## src/pkg/rbg_map.vh

```
`ifndef RBG_MAP_VH
`define RBG_MAP_VH

// State chain and output word geometry.
`define RBG_STATE_COUNT   8
`define RBG_STATE_W       3
`define RBG_WORD_W        8
`define RBG_MSB_SEL       3'h7
`define RBG_STATE_FIRST   3'h1
`define RBG_STATE_RESET   3'h0

// Pattern length: the loaded value plus one bits, up to 64.
`define RBG_LEN_W         6
`define RBG_LEN_RESET     6'h3f

// Serial clock timing; the core clock period is 10 ns.
`define RBG_CLK_PERIOD_NS 10
`define RBG_HALF_BIT_NS   40
`define RBG_HALF_CYCLES   ((`RBG_HALF_BIT_NS + `RBG_CLK_PERIOD_NS - 1) / `RBG_CLK_PERIOD_NS)
`define RBG_HALF_CNT_W    4
// Last count of one serial clock half, one less than the cycle count above.
`define RBG_HALF_LAST     4'h3

`endif

```

## src/design/rbg_out_buffer.v

```verilog
// Two-entry buffer between the bit generator and the serial output stage.
module rbg_out_buffer #(
  parameter WIDTH = 1
) (
  // Clock and reset.
  input  wire             core_clk,
  input  wire             reset,
  // Filling side.
  input  wire [WIDTH-1:0] inData,
  input  wire             inValid,
  output wire             inReady,
  // Draining side.
  output wire [WIDTH-1:0] outData,
  output wire             outValid,
  input  wire             outReady
);

  reg [WIDTH-1:0] slot0_reg;
  reg [WIDTH-1:0] slot1_reg;
  reg [1:0]       count_reg;

  wire pushFire;
  wire popFire;

  // Full and empty come straight from the occupancy count.
  assign inReady  = (count_reg != 2'h2);
  assign outValid = (count_reg != 2'h0);
  assign outData  = slot0_reg;
  assign pushFire = inValid && inReady;
  assign popFire  = outValid && outReady;

  // Slot 0 is always the head; a pop shifts slot 1 forward.
  always @(posedge core_clk) begin
    if (reset) begin
      count_reg <= 2'h0;
      slot0_reg <= {WIDTH{1'b0}};
      slot1_reg <= {WIDTH{1'b0}};
    end else begin
      case ({pushFire, popFire})
        2'b10: begin
          if (count_reg == 2'h0) begin
            slot0_reg <= inData;
          end else begin
            slot1_reg <= inData;
          end
          count_reg <= count_reg + 2'h1;
        end
        2'b01: begin
          slot0_reg <= slot1_reg;
          count_reg <= count_reg - 2'h1;
        end
        2'b11: begin
          if (count_reg == 2'h1) begin
            slot0_reg <= inData;
          end else begin
            slot0_reg <= slot1_reg;
            slot1_reg <= inData;
          end
        end
        default: begin
          count_reg <= count_reg;
        end
      endcase
    end
  end

endmodule // rbg_out_buffer

```

## src/design/rbg_bitstream.v

```verilog
`include "rbg_map.vh"

module rbg_bitstream (
  // Clock and reset.
  input  wire       core_clk,
  input  wire       reset,
  // Pins from outside the clock domain.
  input  wire       startIn,
  input  wire       enableIn,
  input  wire       rxReady,
  // Host update port from the serial configuration slave, same clock.
  input  wire       lengthWrite,
  input  wire [5:0] lengthValue,
  input  wire       memWrite,
  input  wire [2:0] memAddr,
  input  wire [7:0] memData,
  // Serial link to the receiver.
  output reg        serClk,
  output reg        serData,
  // Status.
  output reg  [2:0] stateOut,
  output reg        stepClk
);

  // Output stage states: resting between bits, then the low half and the
  // high half of one serial clock period.
  localparam OS_IDLE = 2'h0;
  localparam OS_LOW  = 2'h1;
  localparam OS_HIGH = 2'h2;

  // Per-state words, input synchronisers and the stepping machinery.
  reg [`RBG_WORD_W-1:0]     patMem [0:`RBG_STATE_COUNT-1];
  reg [1:0]                 startSync_reg;
  reg [1:0]                 enableSync_reg;
  reg [1:0]                 readySync_reg;
  reg                       running_reg;
  reg [`RBG_STATE_W-1:0]    state_reg;
  reg [`RBG_STATE_W-1:0]    state_next;
  reg [`RBG_STATE_W-1:0]    bitSel_reg;
  reg [`RBG_LEN_W-1:0]      length_reg;
  reg [`RBG_LEN_W-1:0]      bitsSent_reg;
  reg [1:0]                 os_reg;
  reg [`RBG_HALF_CNT_W-1:0] halfCnt_reg;
  reg                       restart;
  integer                   i;

  // Internal nets between the generator, the buffer and the output stage.
  wire                       startSync;
  wire                       enableSync;
  wire                       readySync;
  wire                       muxBit;
  wire                       genValid;
  wire                       genReady;
  wire                       bufBit;
  wire                       bufValid;
  wire                       popReady;
  wire                       pushFire;
  wire                       stepEdge;
  wire [`RBG_STATE_COUNT-1:0] condRaw;
  wire [`RBG_STATE_COUNT-1:0] cond;
  wire [`RBG_HALF_CNT_W-1:0] halfLast;

  // Eight-way selection of one bit of a stored word. The select comes from
  // the generator, so the stored word itself never has to shift.
  function sel8;
    input [7:0] word;
    input [2:0] sel;
    begin
      sel8 = word[sel];
    end
  endfunction

  // Position of the single raised transition condition. The guard leaves
  // at most one bit high, so the empty case simply reports zero.
  function [2:0] condIndex;
    input [7:0] c;
    integer k;
    begin
      condIndex = 3'h0;
      for (k = 0; k < 8; k = k + 1) begin
        if (c[k]) begin
          condIndex = k[2:0];
        end
      end
    end
  endfunction

  // Outside levels pass two flops before any logic reads them.
  // Only the second flop is read, so a metastable first stage never leaks.
  always @(posedge core_clk) begin
    if (reset) begin
      startSync_reg  <= 2'h0;
      enableSync_reg <= 2'h0;
      readySync_reg  <= 2'h0;
    end else begin
      startSync_reg  <= {startSync_reg[0], startIn};
      enableSync_reg <= {enableSync_reg[0], enableIn};
      readySync_reg  <= {readySync_reg[0], rxReady};
    end
  end

  // Synchronised levels and the last count of each serial clock half.
  assign startSync  = startSync_reg[1];
  assign enableSync = enableSync_reg[1];
  assign readySync  = readySync_reg[1];
  assign halfLast   = `RBG_HALF_LAST;

  // Per-state output memory; reset loads the 3-bit counter pattern.
  // A host write takes effect on the next bit drawn from that word.
  always @(posedge core_clk) begin
    if (reset) begin
      for (i = 0; i < `RBG_STATE_COUNT; i = i + 1) begin
        patMem[i] <= i[7:0];
      end
    end else if (memWrite) begin
      patMem[memAddr] <= memData;
    end
  end

  // Length counter data, rewritable by the host at any time.
  // Limitation: a new value below the bits already sent lets the count run
  // on and wrap, so the new length can take up to one extra pass to apply.
  always @(posedge core_clk) begin
    if (reset) begin
      length_reg <= `RBG_LEN_RESET;
    end else if (lengthWrite) begin
      length_reg <= lengthValue;
    end
  end

  // The generator offers a bit only while started and enabled; a full
  // buffer stalls it, so a slow receiver never loses a bit. State 0 is
  // part of the loop once running, so its word is sent after state 7.
  assign muxBit   = sel8(patMem[state_reg], bitSel_reg);
  assign genValid = running_reg && enableSync;
  assign pushFire = genValid && genReady;

  // At lengths above 8 the stepping clock toggles once the last bit of a word is taken, so a
  // pulse lasts one word time, or less when a restart cuts a word short, far longer than one transition.
  assign stepEdge = pushFire && (bitSel_reg == 3'h0);

  // Raw conditions: only the current state may see the stepping edge.
  // Each condition only ever points at its own successor in the chain.
  genvar g;
  generate
    for (g = 0; g < `RBG_STATE_COUNT; g = g + 1) begin : gCond
      assign condRaw[g] = stepEdge && (state_reg == g);
      // A condition is masked while its lower neighbour is also high.
      if (g == 0) begin : gFirst
        assign cond[g] = condRaw[g] && !condRaw[`RBG_STATE_COUNT-1];
      end else begin : gRest
        assign cond[g] = condRaw[g] && !condRaw[g-1];
      end
    end
  endgenerate

  // Next state along the series chain; a restart takes priority.
  // Before start the machine is pinned to state 0 whatever else happens.
  always @* begin
    restart    = pushFire && (bitsSent_reg == length_reg);
    state_next = state_reg;
    if (!running_reg) begin
      state_next = `RBG_STATE_RESET;
      if (startSync) begin
        state_next = `RBG_STATE_FIRST;
      end
    end else if (restart) begin
      state_next = `RBG_STATE_FIRST;
    end else if (|cond) begin
      state_next = condIndex(cond) + 3'h1;
    end
  end

  // Clocked state machine, bit select and bit counter.
  always @(posedge core_clk) begin
    if (reset) begin
      running_reg  <= 1'b0;
      state_reg    <= `RBG_STATE_RESET;
      bitSel_reg   <= `RBG_MSB_SEL;
      bitsSent_reg <= {`RBG_LEN_W{1'b0}};
    end else begin
      state_reg <= state_next;
      if (!running_reg && startSync) begin
        running_reg <= 1'b1;
      end
      if (pushFire) begin
        if (restart) begin
          bitSel_reg   <= `RBG_MSB_SEL;
          bitsSent_reg <= {`RBG_LEN_W{1'b0}};
        end else begin
          bitSel_reg   <= bitSel_reg - 3'h1;
          bitsSent_reg <= bitsSent_reg + 6'h01;
        end
      end
    end
  end

  // Stepping clock: it toggles exactly when the state moves, on start, on
  // each word boundary and on a restart from another state. A restart that
  // stays in state 1 leaves it alone, so no toggle goes by without a step.
  always @(posedge core_clk) begin
    if (reset) begin
      stepClk <= 1'b0;
    end else if (state_next != state_reg) begin
      stepClk <= ~stepClk;
    end
  end

  // The buffer holds selected bits until the output stage shifts them.
  // Two slots let the generator run two bits ahead of the link.
  rbg_out_buffer #(
    .WIDTH (1)
  ) uBuffer (
    .core_clk (core_clk),
    .reset    (reset),
    .inData   (muxBit),
    .inValid  (genValid),
    .inReady  (genReady),
    .outData  (bufBit),
    .outValid (bufValid),
    .outReady (popReady)
  );

  // A bit is taken only when the stage is idle and the receiver is ready.
  // Ready is a pin, so it is read only through its synchroniser.
  assign popReady = (os_reg == OS_IDLE) && enableSync && readySync;

  // Output stage: data is set up while the clock is low, and the
  // receiver samples on the rising edge. Disabled, the clock rests low.
  always @(posedge core_clk) begin
    if (reset) begin
      os_reg      <= OS_IDLE;
      halfCnt_reg <= {`RBG_HALF_CNT_W{1'b0}};
      serClk      <= 1'b0;
      serData     <= 1'b0;
    end else begin
      case (os_reg)
        // Between bits: take the next bit, or track the top bit when disabled.
        OS_IDLE: begin
          serClk <= 1'b0;
          if (bufValid && popReady) begin
            serData     <= bufBit;
            halfCnt_reg <= {`RBG_HALF_CNT_W{1'b0}};
            os_reg      <= OS_LOW;
          end else if (!enableSync) begin
            serData <= patMem[state_reg][`RBG_WORD_W-1];
          end
        end
        // Low half: data is set up a full half period before the rise.
        OS_LOW: begin
          if (halfCnt_reg == halfLast) begin
            halfCnt_reg <= {`RBG_HALF_CNT_W{1'b0}};
            serClk      <= 1'b1;
            os_reg      <= OS_HIGH;
          end else begin
            halfCnt_reg <= halfCnt_reg + 4'h1;
          end
        end
        // High half: data holds while the receiver samples it.
        OS_HIGH: begin
          if (halfCnt_reg == halfLast) begin
            halfCnt_reg <= {`RBG_HALF_CNT_W{1'b0}};
            serClk      <= 1'b0;
            os_reg      <= OS_IDLE;
          end else begin
            halfCnt_reg <= halfCnt_reg + 4'h1;
          end
        end
        default: begin
          os_reg <= OS_IDLE;
          serClk <= 1'b0;
        end
      endcase
    end
  end

  // Current state is shown for observation by the host.
  // It lags the internal state and stepClk by one cycle.
  always @(posedge core_clk) begin
    if (reset) begin
      stateOut <= `RBG_STATE_RESET;
    end else begin
      stateOut <= state_reg;
    end
  end

endmodule // rbg_bitstream

```

## config.mk

```make
export PLATFORM = sky130hd
export DESIGN_NAME = rbg_bitstream
export DESIGN_NICKNAME = d
export VERILOG_FILES = /design/src/design/rbg_out_buffer.v /design/src/design/rbg_bitstream.v
export VERILOG_INCLUDE_DIRS = /design/src /design/src/pkg
export SDC_FILE = /design/constraint.sdc
export NUM_CORES = 1
export LEC_CHECK = 0
export ABC_AREA = 1
export BUFFER_PORTS_ARGS = -buffer_cell sky130_fd_sc_hd__buf_2
export CELL_PAD_IN_SITES_DETAIL_PLACEMENT = 1
export CELL_PAD_IN_SITES_GLOBAL_PLACEMENT = 2
export CORE_MARGIN = 1.5
export CORE_UTILIZATION = 34
export DETAILED_ROUTE_END_ITERATION = 8
export PLACE_DENSITY = 0.77
export SLEW_MARGIN = 10
export SYNTH_ARGS = -nofsm -noshare
export SYNTH_HDL_FRONTEND = slang
export SYNTH_SLANG_ARGS = --single-unit
```

## constraint.sdc

```tcl
create_clock -name core_clk -period 2 [get_ports core_clk]
set_input_delay 0.3 -clock core_clk [delete_from_list [all_inputs] [get_ports core_clk]]
set_output_delay 0.3 -clock core_clk [all_outputs]
set_load 0.005 [all_outputs]
```

==> impl_metrics.tcl, run 1 <==
set metrics [dict create \
    cts_buffer_depth 2 \
    postSynthAreaPerCell_um2 8.704 \
    nets 653 \
    synth_ff_type "edfxtp_1" \
    slew_headroom 0.7305 \
    slew_viol_final 0 \
    drive_above_1_share 0.1643 \
    crit_path_max_fanout 4 \
    remaining_drc_errors 0 \
    status "completed" \
    routedWlPerCell_um 15.53 \
    synth_top_cells_by_count "117 x nand2_1, 97 x nor2_1, 77 x inv_1" \
    fp-row-count 43 \
    via_per_inst 4.826 \
    numPortBuffers 29 \
    setup.worst_path.start_class "register" \
    hold_class "in -> reg" \
    ys_top_cells_by_area "edfxtp_1 40%, dfxtp_1 17%, nand2_1 9.1%" \
    holdBufCountCts 0 \
    drt-total-wl_um 12440 \
    grt_max_degree 28 \
    yosys.area.top_type_share 0.4000 \
    synthAdderAreaFrac 0.03385 \
    critPathKind "reg -> reg" \
    drv_cap 0 \
    cts_root_buf "clkbuf_16" \
    synth_edf_count 64 \
    crit_arrival_ns 2.20 \
    h-tree-depth 3 \
    ys_warn_count 0 \
    fin_cells 801 \
    dp_hpwl_um 9330 \
    fin_setup_tns_ns 0 \
    min_period_ns 1.939 \
    fp.dieH_um 121.9 \
    rsz0062_at_grt "true" \
    power_leakage_uw 0.002488 \
    final.setup_skew_ns 0.008882 \
    postSynthCellCount 552 \
    area_growth_pct 20.00 \
    largest_reg_flops 64 \
    clk_latency_ns 0.37 \
    yosys.cell_count.top_type "nand2_1" \
    synthesis.area_mm2 0.004805 \
    synth_top_family_by_area "simple AND/OR/NAND/NOR gates" \
    cts.sink_count 105 \
    cp-end-kind "register" \
    ys_seq_area_frac 0.5708 \
    ys_ff_latch 105 \
    cts_buffers 9 \
    clkTransAtPathRegs_ns 0.07 \
    ant_nets 0 \
    ir_drop_mv 0.4176 \
    grt_pass1_vias 4071 \
    synth_compound_area_frac 0.06797 \
    yosys.area.top_type "edfxtp_1" \
    core_mm2 0.01383 \
    dp_cells 783 \
    grt_pass1_wl_um 20020 \
    async_flop_share 0 \
    fmax_ghz 0.5157 \
    die_w_um 121.9 \
    track_usage 0.1814 \
    initial_core_util 0.3475 \
    yosysUniqueCellTypes 29 \
    yosys.area_share.simple 0.2372 \
    diodes 0 \
    antenna_found_initial 0 \
    synth_xor_area_frac 0.01458 \
    tightest_slew_ns 0.4033 \
    dieArea_mm2 0.01485 \
    n_fill_cell 1634 \
    cellPowerDensity_mw_per_mm2 799.2 \
    setup_viol 0 \
    vias 3866 \
    synth.area.mux_share 0 \
    fin_crit_sh 0.9695 \
    num_io_pins 30 \
    syn-num-nets 589 \
    place.gp.congestion 0.7845 \
    cts_tree "done" \
    cp.required_ns 2.26 \
    first_pass_iters 6 \
    grt-ovfl-total 0 \
    drt_iter0_drc 75 \
    finalHoldViolations 0 \
]
-- layer usage --
layer	vias to the layer above	track usage	wire length, um
li1	1920	-	-
met1	1893	0.2005	5248
met2	37	0.3406	6625
met3	16	0.02809	257
met4	0	0.08015	305
met5	-	0	0
-- worst paths after layout --
check / from / endpoint / slack [ns] / depth (start not counted)
worst min register to register: readySync_reg[0] / readySync_reg[1] / 0.41 / 2
worst max register to register: uBuffer.count_reg[0] / stepClk / 0.06 / 16
worst min-delay path: startIn / startSync_reg[0] / 0.14 / 3
worst max-delay path: uBuffer.count_reg[0] / stepClk / 0.06 / 16
-- timing repair --
| item | 4_1_cts | 5_1_grt |
|---|---|---|
| pin swaps | 4 | 6 |
| setup buffers | 1 | 1 |
| setup endpoints to repair | 2 | 3 |
| gates resized for setup | 7 | 11 |
-- worst max-delay path: stages (launching register included) --
cell,delay [ns]
dfxtp_2,0.34
inv_2,0.05
ha_4,0.16
nor2_4,0.15
nand4_1,0.12
inv_1,0.09
ha_1,0.22
inv_1,0.06
nand4_1,0.09
nand2_1,0.07
inv_1,0.04
nand3_2,0.09
nand2_2,0.06
nand3_2,0.06
nor2_2,0.05
a21oi_1,0.14
nor2_1,0.06
-- cell type report --
type                    instances  area, um^2  share of cell area
flip-flops and latches        105        2748              0.4766
multi-input cells             354        1750              0.3036
repair buffers                 64       432.9             0.07509
inverters                      82       307.8             0.05339
clock buffers                  10       229.0             0.03971
well taps                     180       225.2             0.03906
clock inverters                 6       72.57             0.01259
-- metrics by stage --
step	hold slack, ns	setup WS [ns]	area (um^2)	utilization	power, uW
final	0.1381	0.06093	5766	0.4170	4608
after global routing	0.1508	-0.09331	5766	0.4170	4769
after CTS	0.1254	0.02685	5725	0.4141	4678
after detailed placement	0.4009	-0.2063	5393	0.3900	2809
after global placement	0.3951	-0.07744	5393	0.3900	2792
after floorplan	0.3883	0.002373	4805	-	2666
-- placed cells by master (no fill, tap or decap), drive strengths merged, types with 2 or more instances in the layout --
master / synthesis / layout
nand3: 33 / 33
nor3: 3 / 3
nand2: 117 / 117
inv: 81 / 85
buf: 6 / 64
nor2: 99 / 99
a21oi: 35 / 35
dfxtp: 41 / 41
o211ai: 3 / 3
ha: 13 / 13
a22oi: 2 / 2
clkbuf: 5 / 10
nor4: 2 / 2
o21ai: 19 / 19
nand4: 17 / 17
xor2: 8 / 8
edfxtp: 64 / 64
-- report_power, final --
| part | leakage (uW) | internal (uW) | switching [uW] |
|---|---|---|---|
| registers | 0.000954 | 2400 | 38.3 |
| clock network | 0.000144 | 990 | 862 |
| logic | 0.00139 | 105 | 213 |
| total | 0.00249 | 3490 | 1110 |
-- kinds of logic (layout without fill, tap and decap cells) --
kind of cell	after synthesis	after routing
AO/OA/AOI/OAI	61	61
XOR/XNOR	8	8
adder cells (fa/ha/maj)	13	13
buffers and inverters	93	162
flip-flops	105	105
AND/OR/NAND/NOR	272	272
Power figures use the tool's default switching activity.
==> inputs of run 2 (changes only) <==
- PLACE_DENSITY: 0.77 -> default
- PLACE_DENSITY_LB_ADDON: default -> 0.15
==> run 2 against run 1 <==
Compared with the run above:
- clock skew decreased by 0.0015 ns
- final cell count decreased by 0.62%
- sequential cell count unchanged
- largest cell class unchanged
==> impl_metrics.tcl, run 2 (synthesized netlist as in run 1, its figures left out) <==
set metrics [dict create \
    n_fill_cell 1635 \
    cts_buffer_depth 2 \
    slew_viol_final 0 \
    cellPowerDensity_mw_per_mm2 788.3 \
    fmax_ghz 0.5180 \
    power_leakage_uw 0.002439 \
    vias 3855 \
    cp.required_ns 2.25 \
    seqCellArea_mm2 0.002748 \
    rsz0062_at_grt "true" \
    setup_viol 0 \
    fp.dieH_um 121.9 \
    place.gp.congestion 0.8113 \
    nets 648 \
    track_usage 0.1833 \
    ir_drop_mv 0.4894 \
    dp_hpwl_um 9396 \
    first_pass_iters 4 \
    grt_max_degree 28 \
    clkTransAtPathRegs_ns 0.08 \
    multiInputGateArea_mm2 0.001739 \
    min_period_ns 1.930 \
    grt_pass1_vias 4039 \
    largest_reg_flops 64 \
    final_cell_mix "117 x nand2_1, 94 x nor2_1, 74 x inv_1" \
    critPathKind "reg -> reg" \
    drive_above_1_share 0.1575 \
    area_growth_pct 18.39 \
    grt_pass1_wl_um 20290 \
    tightest_slew_ns 0.4245 \
    crit_arrival_ns 2.18 \
    ant_nets 0 \
    placed_area_mm2 0.005335 \
    die_w_um 121.9 \
    remaining_drc_errors 0 \
    final_cell_area_mm2 0.005688 \
    fin_cells 796 \
    cts.sink_count 105 \
    drv_cap 0 \
    drt-total-wl_um 12660 \
    fp-row-count 43 \
    num_io_pins 30 \
    core_mm2 0.01383 \
    status "completed" \
    drt_iter0_drc 295 \
    routedWlPerCell_um 15.90 \
    final_common_cell "nand2_1" \
    antenna_found_initial 0 \
    initial_core_util 0.3475 \
    fin_crit_sh 0.9652 \
    hold_class "in -> reg" \
    h-tree-depth 3 \
    cts_root_buf "clkbuf_16" \
    slew_headroom 0.7167 \
    diodes 0 \
    cts_tree "done" \
    cts_buffers 9 \
    final.setup_skew_ns 0.007357 \
    dp_cells 777 \
    numPortBuffers 29 \
    dieArea_mm2 0.01485 \
    via_per_inst 4.843 \
    setup.worst_path.start_class "register" \
    crit_path_max_fanout 4 \
    clk_latency_ns 0.36 \
    grt-ovfl-total 0 \
    cp-end-kind "register" \
    finalHoldViolations 0 \
]
[run 2: cell types whose count changed in the layout (fill, tap and decap cells not counted), sizes merged]
cell	previous run	this run
buf	64	59
clkbuf	10	9
bufinv	1	0
clkinv	1	3
[run 2: worst max-delay path: stages, from the launching register on]
cell     delay [ns]
dfxtp_1        0.35
inv_2          0.06
ha_2           0.19
nand4_1        0.12
inv_1          0.06
ha_1           0.27
inv_1          0.03
nand4_1        0.08
nand2_1        0.05
inv_1          0.06
nand3_2        0.09
nand2_1        0.07
nand3_1        0.07
nor2_2         0.14
nand3_1        0.08
nand2_1        0.06
nor2_1         0.04
[run 2: repair_timing]
action	CTS	global route
pin swaps	3	6
resized for setup	5	12
setup endpoints to repair	1	3
hold buffers	0	0
setup buffers	2	1
[run 2: metal layers]
layer  vias to the layer above  global-route usage  part of all wire
met3                        12             0.04916             0.035
met1                      1880              0.2036              0.42
met4                         0             0.04632             0.012
met2                        53              0.3441              0.53
li1                       1910                   -                 -
met5                         -                   0                 0
[run 2: path summary, 6_finish.rpt]
| check | startpoint | end | slack, ns | cells past startpoint |
|---|---|---|---|---|
| max | bitSel_reg[1] | stepClk | 0.07 | 16 |
| min | startIn | startSync_reg[0] | 0.14 | 3 |
| max reg2reg | bitSel_reg[1] | stepClk | 0.07 | 16 |
| min reg2reg | startSync_reg[0] | startSync_reg[1] | 0.41 | 2 |
[run 2: layout make-up]
cell class,instances,area share
clock inverter,7,0.01056
clock buffer,9,0.03960
sequential,105,0.4831
timing repair buffer,59,0.06731
multi-input combinational,354,0.3058
inverter,82,0.05411
tap,180,0.03960
[run 2: report_power, final]
group / internal (uW) / total, uW / switching, uW / leakage (uW)
clock: 870 / 1730 / 863 / 0.000138
sequential: 2400 / 2440 / 39.5 / 0.000954
combinational: 99.2 / 311 / 211 / 0.00135
total: 3370 / 4480 / 1110 / 0.00244
[run 2: metrics by stage]
stage / setup WS [ns] / setup TNS (ns) / util / total power (uW) / hold WS (ns)
after floorplan: 0.002373 / 0 / - / 2666 / 0.3883
after global placement: -0.05412 / -0.05412 / 0.3858 / 2793 / 0.3956
after detailed placement: -0.1558 / -0.1558 / 0.3858 / 2805 / 0.4088
after CTS: 0.0008742 / 0 / 0.4087 / 4536 / 0.1354
after global routing: -0.09130 / -0.09130 / 0.4114 / 4676 / 0.1429
final: 0.06964 / 0 / 0.4114 / 4484 / 0.1428
